### config.mk
export PLATFORM = sky130hd
export DESIGN_NAME = aisar_top
export DESIGN_NICKNAME = d
export VERILOG_FILES = /design/src/include/aisar_pkg.sv /design/src/hdl/aisar_top.sv
export SDC_FILE = /design/constraint.sdc
export NUM_CORES = 1
export LEC_CHECK = 0
export ABC_AREA = 1
export BUFFER_PORTS_ARGS = -buffer_cell sky130_fd_sc_hd__buf_4
export CAP_MARGIN = 10
export CORE_ASPECT_RATIO = 1.1
export CORE_MARGIN = 2
export CORE_UTILIZATION = 50
export DETAILED_ROUTE_END_ITERATION = 8
export GPL_TIMING_DRIVEN = 0
export PLACE_DENSITY = 0.76
export REMOVE_ABC_BUFFERS = 1
export SYNTH_ARGS = -nofsm -noshare
export SYNTH_HDL_FRONTEND = slang
export SYNTH_SLANG_ARGS = --single-unit
### constraint.sdc
create_clock -name hclk -period 1.85 [get_ports hclk]
set_clock_uncertainty 0.15 [all_clocks]
set_input_delay 0.185 -clock hclk [delete_from_list [all_inputs] [get_ports hclk]]
set_output_delay 0.185 -clock hclk [all_outputs]
set_load 0.02 [all_outputs]
### src/include/aisar_pkg.sv
// Purpose: Constants and types for the analog interface and SAR assist block
// Assumes: AHB-Lite register access, 32-bit words, 10 MHz hclk
// Notes: Offsets are byte addresses
package aisar_pkg;
    localparam logic [7:0] off_decim_ctrl_zero = 8'h00;
    localparam logic [7:0] off_decim_ctrl_one = 8'h04;
    localparam logic [7:0] off_modulation_sel_zero = 8'h08;
    localparam logic [7:0] off_modulation_sel_one = 8'h0c;
    localparam logic [7:0] off_analog_sync_ctrl = 8'h10;
    localparam logic [7:0] off_comparator_ctrl_one = 8'h14;
    localparam logic [7:0] off_comparator_global_enable = 8'h18;
    localparam logic [7:0] off_status = 8'h1c;
    localparam logic [7:0] off_dac_reg = 8'h20;
    localparam logic [7:0] off_sc_other = 8'h24;
    localparam logic [7:0] off_dedicated_pwm_ctrl = 8'h28;
    localparam logic [7:0] rst_byte = 8'h00;
    localparam logic [5:0] rst_dac = 6'h20;
    localparam logic [2:0] rst_count = 3'h0;
    localparam int sar_bits = 6;
    localparam int clk_hz = 10000000;
    localparam int sync_min_cycles = 1;

    typedef struct packed {
        logic [3:0] column_gate_enable;
        logic gate_src_sel_lo;
        logic latch_src_sel_lo;
        logic [1:0] spare;
    } aisar_dcz_type;

    typedef struct packed {
        logic decim_type_one_bit;
        logic [3:0] spare;
        logic gate_src_sel_hi;
        logic latch_src_sel_hi;
        logic spare0;
    } aisar_dco_type;

    typedef struct packed {
        logic spare;
        logic [2:0] sar_count;
        logic sar_sign;
        logic [1:0] sar_column;
        logic write_sync_enable;
    } aisar_async_type;

    typedef enum logic [2:0] {
        st_idle = 3'b001,
        st_data = 3'b010,
        st_stall = 3'b100
    } aisar_state_type;
endpackage

### src/hdl/aisar_top.sv
// Purpose: Analog interface glue with decimator latch, gating, modulation, write stall and SAR assist
// Assumes: Analog phase clocks arrive as pins and are synchronised into hclk
// Notes: Functional notes
// Functional notes
// Two split bits pick latch enable source
// Terminal count pulse drives decimator latch enable
// Terminal count raises interrupt; buffer readable anytime
// Selected PWM gates comparator outputs
// Four per-column gating enables
// Dedicated third-clock PWM overrides gate source
// Modulation picks one of eight sources; the code has seven, with codes 6 and 7 both picking the broadcast bus
// Modulation bit XORed with stored sign
// Unsynced writes land any time
// Sync enable stalls analog writes
// Release stalled write at phase-one rise
// Column interrupt option at phase-two fall
// Top bit of second control type-one only
// Comparator-to-global enable register
// Direct column clock bits variant-only
// Search starts at mid-scale guess
// Keep bit if low, clear if high
// Reads override two DAC bits
// CPU writes read data back unchanged
// Counter decodes bits operated per read
// Six bits per sequence
// Count field loads counter; nonzero means sequence
// Sign bit inverts accelerator comparator
// Column select feeds accelerator comparator
// Comparator latch transparent while phase two high
// Counter decrements; zero gives plain reads
// Writes without sync complete at once
`timescale 1ns/1ps
`default_nettype none
module aisar_top
    import aisar_pkg::*;
#(
    parameter logic has_type_one_decim = 1'b1,
    parameter logic has_direct_column_clock_sel = 1'b1,
    parameter logic has_dedicated_pwm = 1'b1
) (
    input wire logic hclk, // Bus clock
    input wire logic hresetn, // Async reset, active low
    input wire logic clk_en, // Freezes all state while low
    input wire logic hsel, // Slave select
    input wire logic [7:0] haddr, // Byte address
    input wire logic [1:0] htrans, // Transfer type
    input wire logic hwrite, // Write when high
    input wire logic [2:0] hsize, // Transfer size
    input wire logic [31:0] hwdata, // Write data
    input wire logic hready, // Bus ready
    output logic [31:0] hrdata, // Read data
    output logic hreadyout, // Slave ready
    output logic hresp, // Always OKAY
    input wire logic phase_one_clock, // Analog phase one, async
    input wire logic phase_two_clock, // Analog phase two, async
    input wire logic [3:0] comparator_raw, // Column comparator outputs, async
    input wire logic [3:0] timer_tc, // Timer primary outputs, same clock
    input wire logic [3:0] pwm_out, // Digital block PWM outputs, same clock
    input wire logic third_pwm_out, // Dedicated PWM on third system clock
    input wire logic [1:0] global_out, // Two global outputs
    input wire logic broadcast_bus, // Digital broadcast bus
    output logic decim_latch_en, // Latch enable to decimator
    output logic decim_irq, // Terminal count interrupt pulse
    output logic [3:0] comparator_bus, // Latched, gated comparator bus
    output logic [3:0] comparator_global, // Comparator onto global bus
    output logic [3:0] sc_sign_out, // Effective sign per column
    output logic column_irq // Phase-two falling edge pulse
);
    logic [1:0] p1_s, p2_s;
    logic [3:0] cmp_s1, cmp_s2;
    logic p1_d, p2_d;
    aisar_dcz_type dcz_r;
    aisar_dco_type dco_r;
    logic [7:0] mod_zero_r, mod_one_r, cmp_ctrl_r, glob_en_r, pwm_ctrl_r;
    aisar_async_type asy_r;
    logic [5:0] dac_code_field_r;
    logic [3:0] sc_sign_bit_r;
    logic [2:0] sar_cnt_r;
    logic [3:0] cmp_latch_r;
    aisar_state_type state_r;
    logic [7:0] addr_r;
    logic wr_r;
    logic [31:0] rdata_r;
    logic dac_seen_r;

    function automatic logic [2:0] mod_choice(input logic [3:0] cb, input logic [1:0] g, input logic b,
                                              input logic [1:0] sel_lo);
        mod_choice = {b, g[sel_lo[0]], cb[sel_lo]};
    endfunction

    // Pins cross into hclk through two flops each
    always_ff @(posedge hclk or negedge hresetn) begin
        if (!hresetn) begin
            p1_s <= 2'h0;
            p2_s <= 2'h0;
            cmp_s1 <= 4'h0;
            cmp_s2 <= 4'h0;
            p1_d <= 1'b0;
            p2_d <= 1'b0;
        end else if (clk_en) begin
            p1_s <= {p1_s[0], phase_one_clock};
            p2_s <= {p2_s[0], phase_two_clock};
            cmp_s1 <= comparator_raw;
            cmp_s2 <= cmp_s1;
            p1_d <= p1_s[1];
            p2_d <= p2_s[1];
        end
    end

    wire logic p1_rise = p1_s[1] & ~p1_d;
    wire logic p2_fall = ~p2_s[1] & p2_d;

    // Latch tracks while phase two high; direct-clock option forces transparency
    always_ff @(posedge hclk or negedge hresetn) begin
        if (!hresetn) begin
            cmp_latch_r <= 4'h0;
        end else if (clk_en) begin
            for (int i = 0; i < 4; i++) begin
                if (p2_s[1] || (has_direct_column_clock_sel && cmp_ctrl_r[1:0] != 2'h0)) begin
                    cmp_latch_r[i] <= cmp_s2[i];
                end
            end
        end
    end

    logic [1:0] latch_sel, gate_sel;
    logic gate_sig;
    assign latch_sel = {dco_r.latch_src_sel_hi, dcz_r.latch_src_sel_lo};
    assign gate_sel = {dco_r.gate_src_sel_hi, dcz_r.gate_src_sel_lo};
    assign gate_sig = (has_dedicated_pwm && pwm_ctrl_r[0]) ? third_pwm_out : pwm_out[gate_sel];

    always_ff @(posedge hclk or negedge hresetn) begin
        if (!hresetn) begin
            decim_latch_en <= 1'b0;
            decim_irq <= 1'b0;
            column_irq <= 1'b0;
            comparator_bus <= 4'h0;
            comparator_global <= 4'h0;
            sc_sign_out <= 4'h0;
        end else if (clk_en) begin
            decim_latch_en <= timer_tc[latch_sel];
            decim_irq <= timer_tc[latch_sel];
            column_irq <= p2_fall;
            for (int i = 0; i < 4; i++) begin
                comparator_bus[i] <= cmp_latch_r[i] & (~dcz_r.column_gate_enable[i] | gate_sig);
                comparator_global[i] <= cmp_latch_r[i] & glob_en_r[i];
            end
            for (int c = 0; c < 4; c++) begin
                logic [2:0] sel;
                logic [2:0] pick;
                logic mbit;
                sel = (c < 2) ? mod_zero_r[3*c +: 3] : mod_one_r[3*(c-2) +: 3];
                pick = mod_choice(cmp_latch_r, global_out, broadcast_bus, sel[1:0]);
                mbit = sel[2] ? (sel[1] ? pick[2] : pick[1]) : pick[0];
                sc_sign_out[c] <= sc_sign_bit_r[c] ^ mbit;
            end
        end
    end

    // SAR step: bit under test is counter-1, next guess below it
    logic sar_cmp;
    logic [5:0] sar_read;
    assign sar_cmp = cmp_latch_r[asy_r.sar_column] ^ asy_r.sar_sign;
    always_comb begin
        sar_read = dac_code_field_r;
        if (sar_cnt_r != 3'h0 && sar_cnt_r <= 3'(sar_bits)) begin
            if (sar_cmp) begin
                sar_read[sar_cnt_r - 3'h1] = 1'b0;
            end
            if (sar_cnt_r > 3'h1) begin
                sar_read[sar_cnt_r - 3'h2] = 1'b1;
            end
        end
    end

    wire logic addr_ok = hsel && hready && htrans[1];
    wire logic is_sc = (haddr == off_dac_reg) || (haddr == off_sc_other);
    wire logic need_stall = addr_ok && hwrite && is_sc && asy_r.write_sync_enable;
    wire logic do_write = (state_r == st_data && wr_r) || (state_r == st_stall && p1_rise);

    always_ff @(posedge hclk or negedge hresetn) begin
        if (!hresetn) begin
            state_r <= st_idle;
            addr_r <= 8'h00;
            wr_r <= 1'b0;
        end else if (clk_en) begin
            case (state_r)
                st_idle, st_data: begin
                    if (state_r == st_stall) begin
                        state_r <= st_stall;
                    end else if (need_stall) begin
                        state_r <= st_stall;
                    end else if (addr_ok) begin
                        state_r <= st_data;
                    end else begin
                        state_r <= st_idle;
                    end
                    if (addr_ok) begin
                        addr_r <= haddr;
                        wr_r <= hwrite;
                    end
                end
                st_stall: begin
                    if (p1_rise) begin
                        state_r <= st_idle;
                        wr_r <= 1'b0;
                    end
                end
                default: state_r <= st_idle;
            endcase
        end
    end

    assign hreadyout = (state_r != st_stall) || p1_rise;
    assign hresp = 1'b0;

    always_ff @(posedge hclk or negedge hresetn) begin
        if (!hresetn) begin
            dcz_r <= rst_byte;
            dco_r <= rst_byte;
            mod_zero_r <= rst_byte;
            mod_one_r <= rst_byte;
            asy_r <= rst_byte;
            cmp_ctrl_r <= rst_byte;
            glob_en_r <= rst_byte;
            pwm_ctrl_r <= rst_byte;
            sc_sign_bit_r <= 4'h0;
            dac_code_field_r <= rst_dac;
            sar_cnt_r <= rst_count;
        end else if (clk_en) begin
            if (state_r == st_data && !wr_r && addr_r == off_dac_reg && sar_cnt_r != 3'h0) begin
                sar_cnt_r <= sar_cnt_r - 3'h1;
            end
            if (do_write) begin
                if (addr_r == off_decim_ctrl_zero) begin
                    dcz_r <= hwdata[7:0];
                end else if (addr_r == off_decim_ctrl_one) begin
                    dco_r <= {hwdata[7] & has_type_one_decim, hwdata[6:0]};
                end else if (addr_r == off_modulation_sel_zero) begin
                    mod_zero_r <= hwdata[7:0];
                end else if (addr_r == off_modulation_sel_one) begin
                    mod_one_r <= hwdata[7:0];
                end else if (addr_r == off_analog_sync_ctrl) begin
                    asy_r <= hwdata[7:0];
                    sar_cnt_r <= hwdata[6:4];
                end else if (addr_r == off_comparator_ctrl_one) begin
                    cmp_ctrl_r <= {hwdata[7:2], hwdata[1:0] & {2{has_direct_column_clock_sel}}};
                end else if (addr_r == off_comparator_global_enable) begin
                    glob_en_r <= {4'h0, hwdata[3:0]};
                end else if (addr_r == off_dac_reg) begin
                    dac_code_field_r <= hwdata[5:0];
                    sc_sign_bit_r[0] <= hwdata[7];
                end else if (addr_r == off_sc_other) begin
                    sc_sign_bit_r[3:1] <= hwdata[2:0];
                end else if (addr_r == off_dedicated_pwm_ctrl) begin
                    pwm_ctrl_r <= {7'h00, hwdata[0] & has_dedicated_pwm};
                end
            end
        end
    end

    // Read data registered at the address phase so the data phase has it
    always_ff @(posedge hclk or negedge hresetn) begin
        if (!hresetn) begin
            rdata_r <= 32'h0;
            dac_seen_r <= 1'b0;
        end else if (clk_en) begin
            dac_seen_r <= 1'b0;
            if (addr_ok && !hwrite && state_r != st_stall) begin
                if (haddr == off_decim_ctrl_zero) begin
                    rdata_r <= {24'h0, dcz_r};
                end else if (haddr == off_decim_ctrl_one) begin
                    rdata_r <= {24'h0, dco_r};
                end else if (haddr == off_modulation_sel_zero) begin
                    rdata_r <= {24'h0, mod_zero_r};
                end else if (haddr == off_modulation_sel_one) begin
                    rdata_r <= {24'h0, mod_one_r};
                end else if (haddr == off_analog_sync_ctrl) begin
                    rdata_r <= {24'h0, asy_r.spare, sar_cnt_r, asy_r[3:0]};
                end else if (haddr == off_comparator_ctrl_one) begin
                    rdata_r <= {24'h0, cmp_ctrl_r};
                end else if (haddr == off_comparator_global_enable) begin
                    rdata_r <= {24'h0, glob_en_r};
                end else if (haddr == off_status) begin
                    rdata_r <= {26'h0, p2_s[1], p1_s[1], cmp_latch_r};
                end else if (haddr == off_dac_reg) begin
                    rdata_r <= {24'h0, sc_sign_bit_r[0], 1'b0, sar_read};
                    dac_seen_r <= 1'b1;
                end else if (haddr == off_sc_other) begin
                    rdata_r <= {29'h0, sc_sign_bit_r[3:1]};
                end else if (haddr == off_dedicated_pwm_ctrl) begin
                    rdata_r <= {24'h0, pwm_ctrl_r};
                end else begin
                    rdata_r <= 32'h0;
                end
            end
        end
    end

    assign hrdata = rdata_r;
endmodule
`default_nettype wire

==> results of run 1 <==
[power by group]
part / switching, W / leakage [nW] / total (W) / internal, W
logic: 0.000943 / 1.94 / 0.00153 / 0.000587
registers: 0.000163 / 1.53 / 0.00287 / 0.00271
clock network: 0.00124 / 0.272 / 0.00323 / 0.00199
total: 0.00235 / 3.74 / 0.00763 / 0.00528
[logic make-up (layout without fill, tap and decap cells)]
kind of cell / count (synthesis) / in the layout
adders and majority gates: 4 / 4
other: 1 / 25
xor gates and xnor gates: 6 / 6
DFF: 115 / 115
buffers and inverters: 130 / 235
AOI/OAI and AO/OA: 178 / 178
muxes: 2 / 2
and+or+nand+nor: 331 / 335
[how the worst max path moves through the flow]
stage / start / to / slack (ns)
detailed placement: sar_cnt_r[0] / hrdata[3] / -0.74
finish: sar_cnt_r[1] / hrdata[1] / -0.22
global placement: sar_cnt_r[0] / hrdata[1] / -0.71
CTS: sar_cnt_r[1] / hrdata[1] / -0.19
global route: sar_cnt_r[1] / hrdata[0] / -0.32
floorplan: sar_cnt_r[0] / hrdata[5] / -0.24
[Yosys cell counts, drive strengths merged, types with 2 or more instances]
cell,n,area share [%]
nand2,214,13
o221ai,3,0.43
dfrtp,113,47
a21oi,33,2.7
mux2,2,0.37
o21ai,125,11
xor2,5,0.72
o21a,4,0.50
dfstp,2,0.87
a31oi,5,0.62
or2,3,0.31
nand4,11,1.1
clkinv,5,0.33
a22o,2,0.29
nand3,36,3.3
buf,34,4.0
ha,4,0.83
nor2,57,4.1
inv,81,5.0
clkbuf,10,0.64
nor3,10,1.4
[registers in the layout (all words and copies together) (netlist names), 2 cells and up]
name / cells
mod_zero_r: 8
sar_cnt_r: 3
sc_sign_bit_r: 4
cmp_latch_r: 4
dcz_r: 8
mod_one_r: 8
sc_sign_out: 4
hrdata: 8
p1_s: 2
cmp_ctrl_r: 8
dco_r: 8
comparator_bus: 4
dac_code_field_r: 6
cmp_s2: 4
glob_en_r: 4
p2_s: 2
asy_r: 5
addr_r: 8
cmp_s1: 4
state_r: 3
comparator_global: 4
[final cells by class]
cell class | instances | area, um2 | share of cell area (%)
sequential | 115 | 2890 | 35.6
clock buffer | 17 | 425 | 5.25
clock inverter | 14 | 156 | 1.93
tap | 154 | 193 | 2.38
multi-input combinational | 550 | 3120 | 38.5
inverter | 86 | 340 | 4.20
timing repair buffer | 118 | 983 | 12.1
[stage by stage]
step	setup slack, ns	total power, W	util, %
after CTS	-0.188	0.00739	64.5
final	-0.225	0.00763	68.0
after detailed placement	-0.736	0.00390	55.0
after floorplan	-0.241	0.00349	-
after global placement	-0.708	0.00387	54.8
after global routing	-0.324	0.00788	68.0
[layer usage]
layer  vias up  track usage [%]
met2       310             43.0
li1       2708                -
met1      2693             35.5
met5         -                0
met3        86             5.47
met4         0             12.4
[critical path, cell delays in order, from the launching register on]
cell     delay, ns
dfrtp_1       0.42
inv_4         0.09
ha_4          0.29
inv_2         0.05
nor2_2        0.12
nand4_1       0.10
nand2_1       0.09
nand2_1       0.07
nand2_1       0.06
nand4_1       0.15
nor2_2        0.15
nand3_1       0.10
nand2_1       0.07
nand2_1       0.05
[timing repair]
item,in CTS,in global routing
setup endpoints to repair,48,79
hold buffers,19,0
endpoints found under the hold margin,132,0
resized for setup,46,83
pin swaps,22,26
cloned,2,2
buffers inserted,21,13
==> metrics.md, run 1 <==
| Metric | Value |
|---|---|
| Placed insts | `966` |
| Die W | `109 um` |
| Post-route design area | `0.00811 mm2` |
| FF-to-FF setup slack | `-0.22 ns` |
| Clk root buf | `clkbuf_16` |
| Critical path peak fanout | `5` |
| Crit Reg-Reg Endpoint | `hrdata[1]` |
| Ys async rst share | `100%` |
| Die Span Y | `119 um` |
| Most frequent cells in the layout | `188 x nand2_1, 107 x dfrtp_1, 90 x buf_4` |
| Post-layout min period | `2.07 ns` |
| ANT nets after route | `0` |
| GRT Util Overall | `27.1%` |
| Max cap viols | `0` |
| CTS tree | `built` |
| Max-slew violation count | `0` |
| Antenna diodes | `0` |
| Crit. End Element | `flip-flop` |
| Ys Warns | `0` |
| Achievable Freq | `482 MHz` |
| Sum Neg Setup Slack | `-1.65 ns` |
| Final hold viol count | `0` |
| # fillers | `900` |
| DR vias | `5797` |
| Peak supply drop | `681 uV` |
| CP Data Required Time | `2.01 ns` |
| Placed cell areas | `0.00656 mm2` |
| Critical path class | `reg -> reg` |
| Hold path startpoint | `clk_en` |
| Met2 WL | `8.70 mm` |
| I/O Buffers | `64` |
| Wirelength per Cell | `17.2 um` |
| Synthesized area | `0.00605 mm2` |
| Vias per inst | `5.50` |
| DR top layer | `met4` |
| RSZ-0062 raised after global routing | `yes` |
| Vias in the first global route | `5244` |
| Critical path arrival | `2.24 ns` |
| Synth Area in XOR/XNOR | `0.868%` |
| Failing checks | `negative setup slack` |
| Relative slew margins | `49.2%` |
| P&R area growth vs syn | `33.9%` |
| Nets | `961` |
| Share of cells above drive strength 1 | `28.6%` |
| Seq/Total Area, Yosys | `47.6%` |
| Critical R2R Launch | `sar_cnt_r[1]` |
| Die area | `0.0130 mm2` |
| Clock slew at reported path FFs | `0.06 ns` |
| Synth Register Bits | `115` |
| Drt first pass iters | `6` |
| Ratio of total power to cell area | `941 mW/mm2` |
| # rows | `42` |
| Clock Path Buffers | `2` |
| Distinct cells, synth | `46` |
| Worst Tran Pin Value | `0.759 ns` |
| Complex-gate fraction of the synthesized area | `16.5%` |
| Total CTS buffers | `17` |
| Post-Syn Instances | `767` |
| Worst Hold Path Cells | `3` |
| Met3 wire len | `1.57 mm` |
| Worst hold-check path type | `in -> reg` |
| DRC viols | `0` |
| Depth of the CTS H-tree | `4` |
| Worst setup margin | `-0.225 ns` |
| Simple-Gate Fraction of Synth Area | `23.8%` |
| Number of sinks driven by the clock tree | `115` |
| DP Wirelength | `10.5 mm` |
| Mux cell area share after synthesis | `0.372%` |
| Largest net degree at the start of global routing | `85` |
| Overall routed net length | `18.1 mm` |
| Number of synthesized flops with an enable pin | `0` |
| Total gr overflow | `0` |
| Worst min-delay path endpoint | `cmp_s1[3]` |
| Final setup viols | `18` |
| First-pass GRT wire length | `26.5 mm` |
| Antenna violations before repair | `0` |
| Syn Area/Cell | `7.89 um2` |
| Period Utilization, post-route | `112%` |
| Largest family of logic cells by synthesized area | `simple AND/OR/NAND/NOR gates` |
| Clk_lat worst skew | `0.42 ns` |
| Initial Util | `50.7%` |
| Tightest hold margin | `0.0469 ns` |
| Post-Layout Cell Count | `1054` |
| Detailed router's first-iteration violation count | `591` |
| Top_reg_cell synth | `dfrtp_1` |
| Worst setup SP type | `flip-flop` |
| WL met1 | `6.88 mm` |
| Core area | `0.0119 mm2` |
| Top Ports | `118` |
| Status | `finished, violations left` |
| Routability congestion estimate | `0.923` |
| Commonest non-fill, non-tap cell in the layout | `nand2_1` |
| FF-to-FF path depth | `13` |
| Static leakage | `3.74 nW` |
| Adder-Cell Fraction of Synth Area | `0.827%` |
No activity file was read; power rests on OpenSTA's default activity.
==> inputs of run 2 (changes only) <==
--- a/config.mk
+++ b/config.mk
@@ -13,6 +13,7 @@
 export CORE_UTILIZATION = 50
 export DETAILED_ROUTE_END_ITERATION = 8
 export GPL_TIMING_DRIVEN = 0
+export MAX_ROUTING_LAYER = met4
 export PLACE_DENSITY = 0.76
 export REMOVE_ABC_BUFFERS = 1
 export SYNTH_ARGS = -nofsm -noshare
==> run 2 against run 1 <==
The flow still finishes with violations (negative setup slack). Register-to-register slack worse by 0.07 ns. Sequential share of layout area about the same. First-iteration DRC count up 21%. Fmax down 3.3%. Critical path depth unchanged. Setup slack worse by 0.071 ns. Hold slack better by 0.0041 ns. Combinational power about the same. Largest cell class unchanged. Non-clock buffer count up 1. Flip-flop and latch count unchanged.
==> metrics.md, run 2 (synthesis gave the netlist of run 1 again) <==
| Metric | Value |
|---|---|
| Max cap viols | `0 (unchanged)` |
| Power Total | `0.00760 W (-0.28%)` |
| CTS tree | `built` |
| Max stage delay cell, worst path | `dfrtp_1` |
| Flop pwr share | `37.7% (about the same)` |
| Critical path class | `reg -> reg` |
| Vias per inst | `5.56 (+1.2%)` |
| Worst Tran Pin Value | `0.769 ns (+0.0100 ns)` |
| Status | `finished, violations left` |
| Period Utilization, post-route | `116% (+3.8 points)` |
| Overall routed net length | `18.0 mm (-0.33%)` |
| CP cell instances | `inv_4, ha_4, xor2_4, nor2_2, nand4_1, nand2_1, nand2_1, nand2_1, nand4_1, nor2_2, nand3_1, nand2_1, nand2_1` |
| GRT Util Overall | `27.9% (+0.77 points)` |
| Crit. End Element | `flip-flop` |
| Tightest hold margin | `0.0510 ns (+0.00413 ns)` |
| Internal power | `0.00527 W (-0.22%)` |
| Top Ports | `118 (unchanged)` |
| Critical path arrival | `2.30 ns (+0.06 ns)` |
| Clock group share of total power | `42.4% (about the same)` |
| CP max stage delay | `0.42 ns (about the same)` |
| Final hold viol count | `0 (unchanged)` |
| Critical path peak fanout | `5 (unchanged)` |
| CP Data Required Time | `2.01 ns (about the same)` |
| Most frequent cells in the layout | `189 x nand2_1, 107 x dfrtp_1, 92 x buf_4` |
| Achievable Freq | `466 MHz (-3.3%)` |
| Relative slew margins | `48.6% (-0.67 points)` |
| Final setup viols | `21 (+3)` |
| Share of cells above drive strength 1 | `28.2% (-0.36 points)` |
| Max-slew violation count | `0 (unchanged)` |
| DRC viols | `0 (unchanged)` |
| Critical Path Most Common Cell | `nand2_1` |
| Antenna violations before repair | `0 (unchanged)` |
| Routability congestion estimate | `0.939 (+1.8%)` |
| Total CTS buffers | `17 (unchanged)` |
| Die Span Y | `119 um (unchanged)` |
| I/O Buffers | `64 (unchanged)` |
| Core area | `0.0119 mm2 (unchanged)` |
| Largest net degree at the start of global routing | `85 (unchanged)` |
| Clk root buf | `clkbuf_16` |
| ANT nets after route | `0 (unchanged)` |
| Clock slew at reported path FFs | `0.06 ns (about the same)` |
| Die area | `0.0130 mm2 (unchanged)` |
| Worst hold-check path type | `in -> reg` |
| # rows | `42 (unchanged)` |
| DP Wirelength | `10.5 mm (unchanged)` |
| Number of sinks driven by the clock tree | `115 (unchanged)` |
| Vias in the first global route | `5236 (-0.15%)` |
| Peak supply drop | `680 uV (-0.27%)` |
| Worst setup margin | `-0.296 ns (-0.0707 ns)` |
| First-pass GRT wire length | `26.5 mm (about the same)` |
| Nets | `962 (+0.10%)` |
| Power share of the combinational group | `19.9% (-0.2 points)` |
| Worst setup SP type | `flip-flop` |
| Initial Util | `50.7% (unchanged)` |
| Drt first pass iters | `7 (+1)` |
| Commonest non-fill, non-tap cell in the layout | `nand2_1` |
| Detailed router's first-iteration violation count | `713 (+21%)` |
| Net switching power | `0.00234 W (-0.41%)` |
| Sw Share | `30.7% (-0.041 points)` |
| Depth of the CTS H-tree | `4 (unchanged)` |
| P&R area growth vs syn | `33.9% (about the same)` |
| Post-layout min period | `2.15 ns (+0.0707 ns)` |
| Clock Path Buffers | `2 (unchanged)` |
| Ratio of total power to cell area | `938 mW/mm2 (-0.27%)` |
| Clk_lat worst skew | `0.42 ns (about the same)` |
| Static leakage | `3.75 nW (about the same)` |
| Total gr overflow | `0 (unchanged)` |
| Wirelength per Cell | `17.1 um (-0.42%)` |
| Failing checks | `negative setup slack` |
| RSZ-0062 raised after global routing | `yes` |
| Antenna diodes | `0 (unchanged)` |
| Die W | `109 um (unchanged)` |
| DR vias | `5871 (+1.3%)` |
-- run 2: cell type report --
type                       instances  area [um2]
fill                             888        3820
multi-input combinational        550        3120
sequential                       115        2890
timing repair buffer             119         987
clock buffer                      17         425
inverter                          86         340
tap                              154         193
clock inverter                    14         156
-- run 2: final timing paths --
| path | cells after the start | end | slack [ns] | startpoint |
|---|---|---|---|---|
| worst max-delay path | 13 | hrdata[1] | -0.30 | sar_cnt_r[1] |
| worst min-delay path | 3 | cmp_s1[1] | 0.05 | clk_en |
| worst max register to register | 13 | hrdata[1] | -0.30 | sar_cnt_r[1] |
| worst min register to register | 2 | cmp_s1[2] | 0.32 | cmp_s1[2] |
| max in group asynchronous | 3 | dco_r[2] | 0.75 | hresetn |
| min in group asynchronous | 2 | p1_d | 0.08 | hresetn |
-- run 2: per-stage QoR --
step	worst slack, ns	instances	setup TNS [ns]	instance area (um2)	util (%)
5_1_grt	-0.337	1055	-4.47	8110	67.9
6_report	-0.296	1055	-1.91	8110	67.9
3_3_place_gp	-0.708	965	-8.16	6530	54.8
3_5_place_dp	-0.736	966	-9.70	6560	55.0
4_1_cts	-0.188	1039	-0.940	7690	64.5
2_1_floorplan	-0.241	747	-1.31	5860	-
-- run 2: worst max-delay path: cells and delay by family, from the launching register on --
family,cells,cell delay (ns)
XOR/XNOR,1,0.17
buffers and inverters,1,0.09
flip-flops,1,0.42
adder cells (fa/ha/maj),1,0.18
AND/OR/NAND/NOR,10,1.05
-- run 2: repair_timing --
action | CTS | global route
setup buffers | 21 | 14
hold buffers | 19 | 0
pin swaps | 22 | 25
hold endpoints to repair | 132 | 0
cloned | 2 | 2
resized for setup | 46 | 79
setup endpoints to repair | 48 | 79
-- run 2: power groups by stage --
stage                     Sequential, W  Combinational (W)  Clock [W]
final                           0.00287            0.00151    0.00323
after global routing            0.00289            0.00162    0.00335
after CTS                       0.00285            0.00130    0.00324
after detailed placement        0.00292           0.000981          0
after global placement          0.00292           0.000954          0
after floorplan                 0.00294           0.000544          0
-- run 2: per-layer routing --
metal	track usage, %	vias to the layer above	routed length, um	share of wire (%)
met1	35.8	2745	6960	39
li1	-	2713	-	-
met2	43.0	339	8690	48
met4	12.3	0	722	4.0
met3	5.20	74	1650	9.1
met5	-	-	0	0
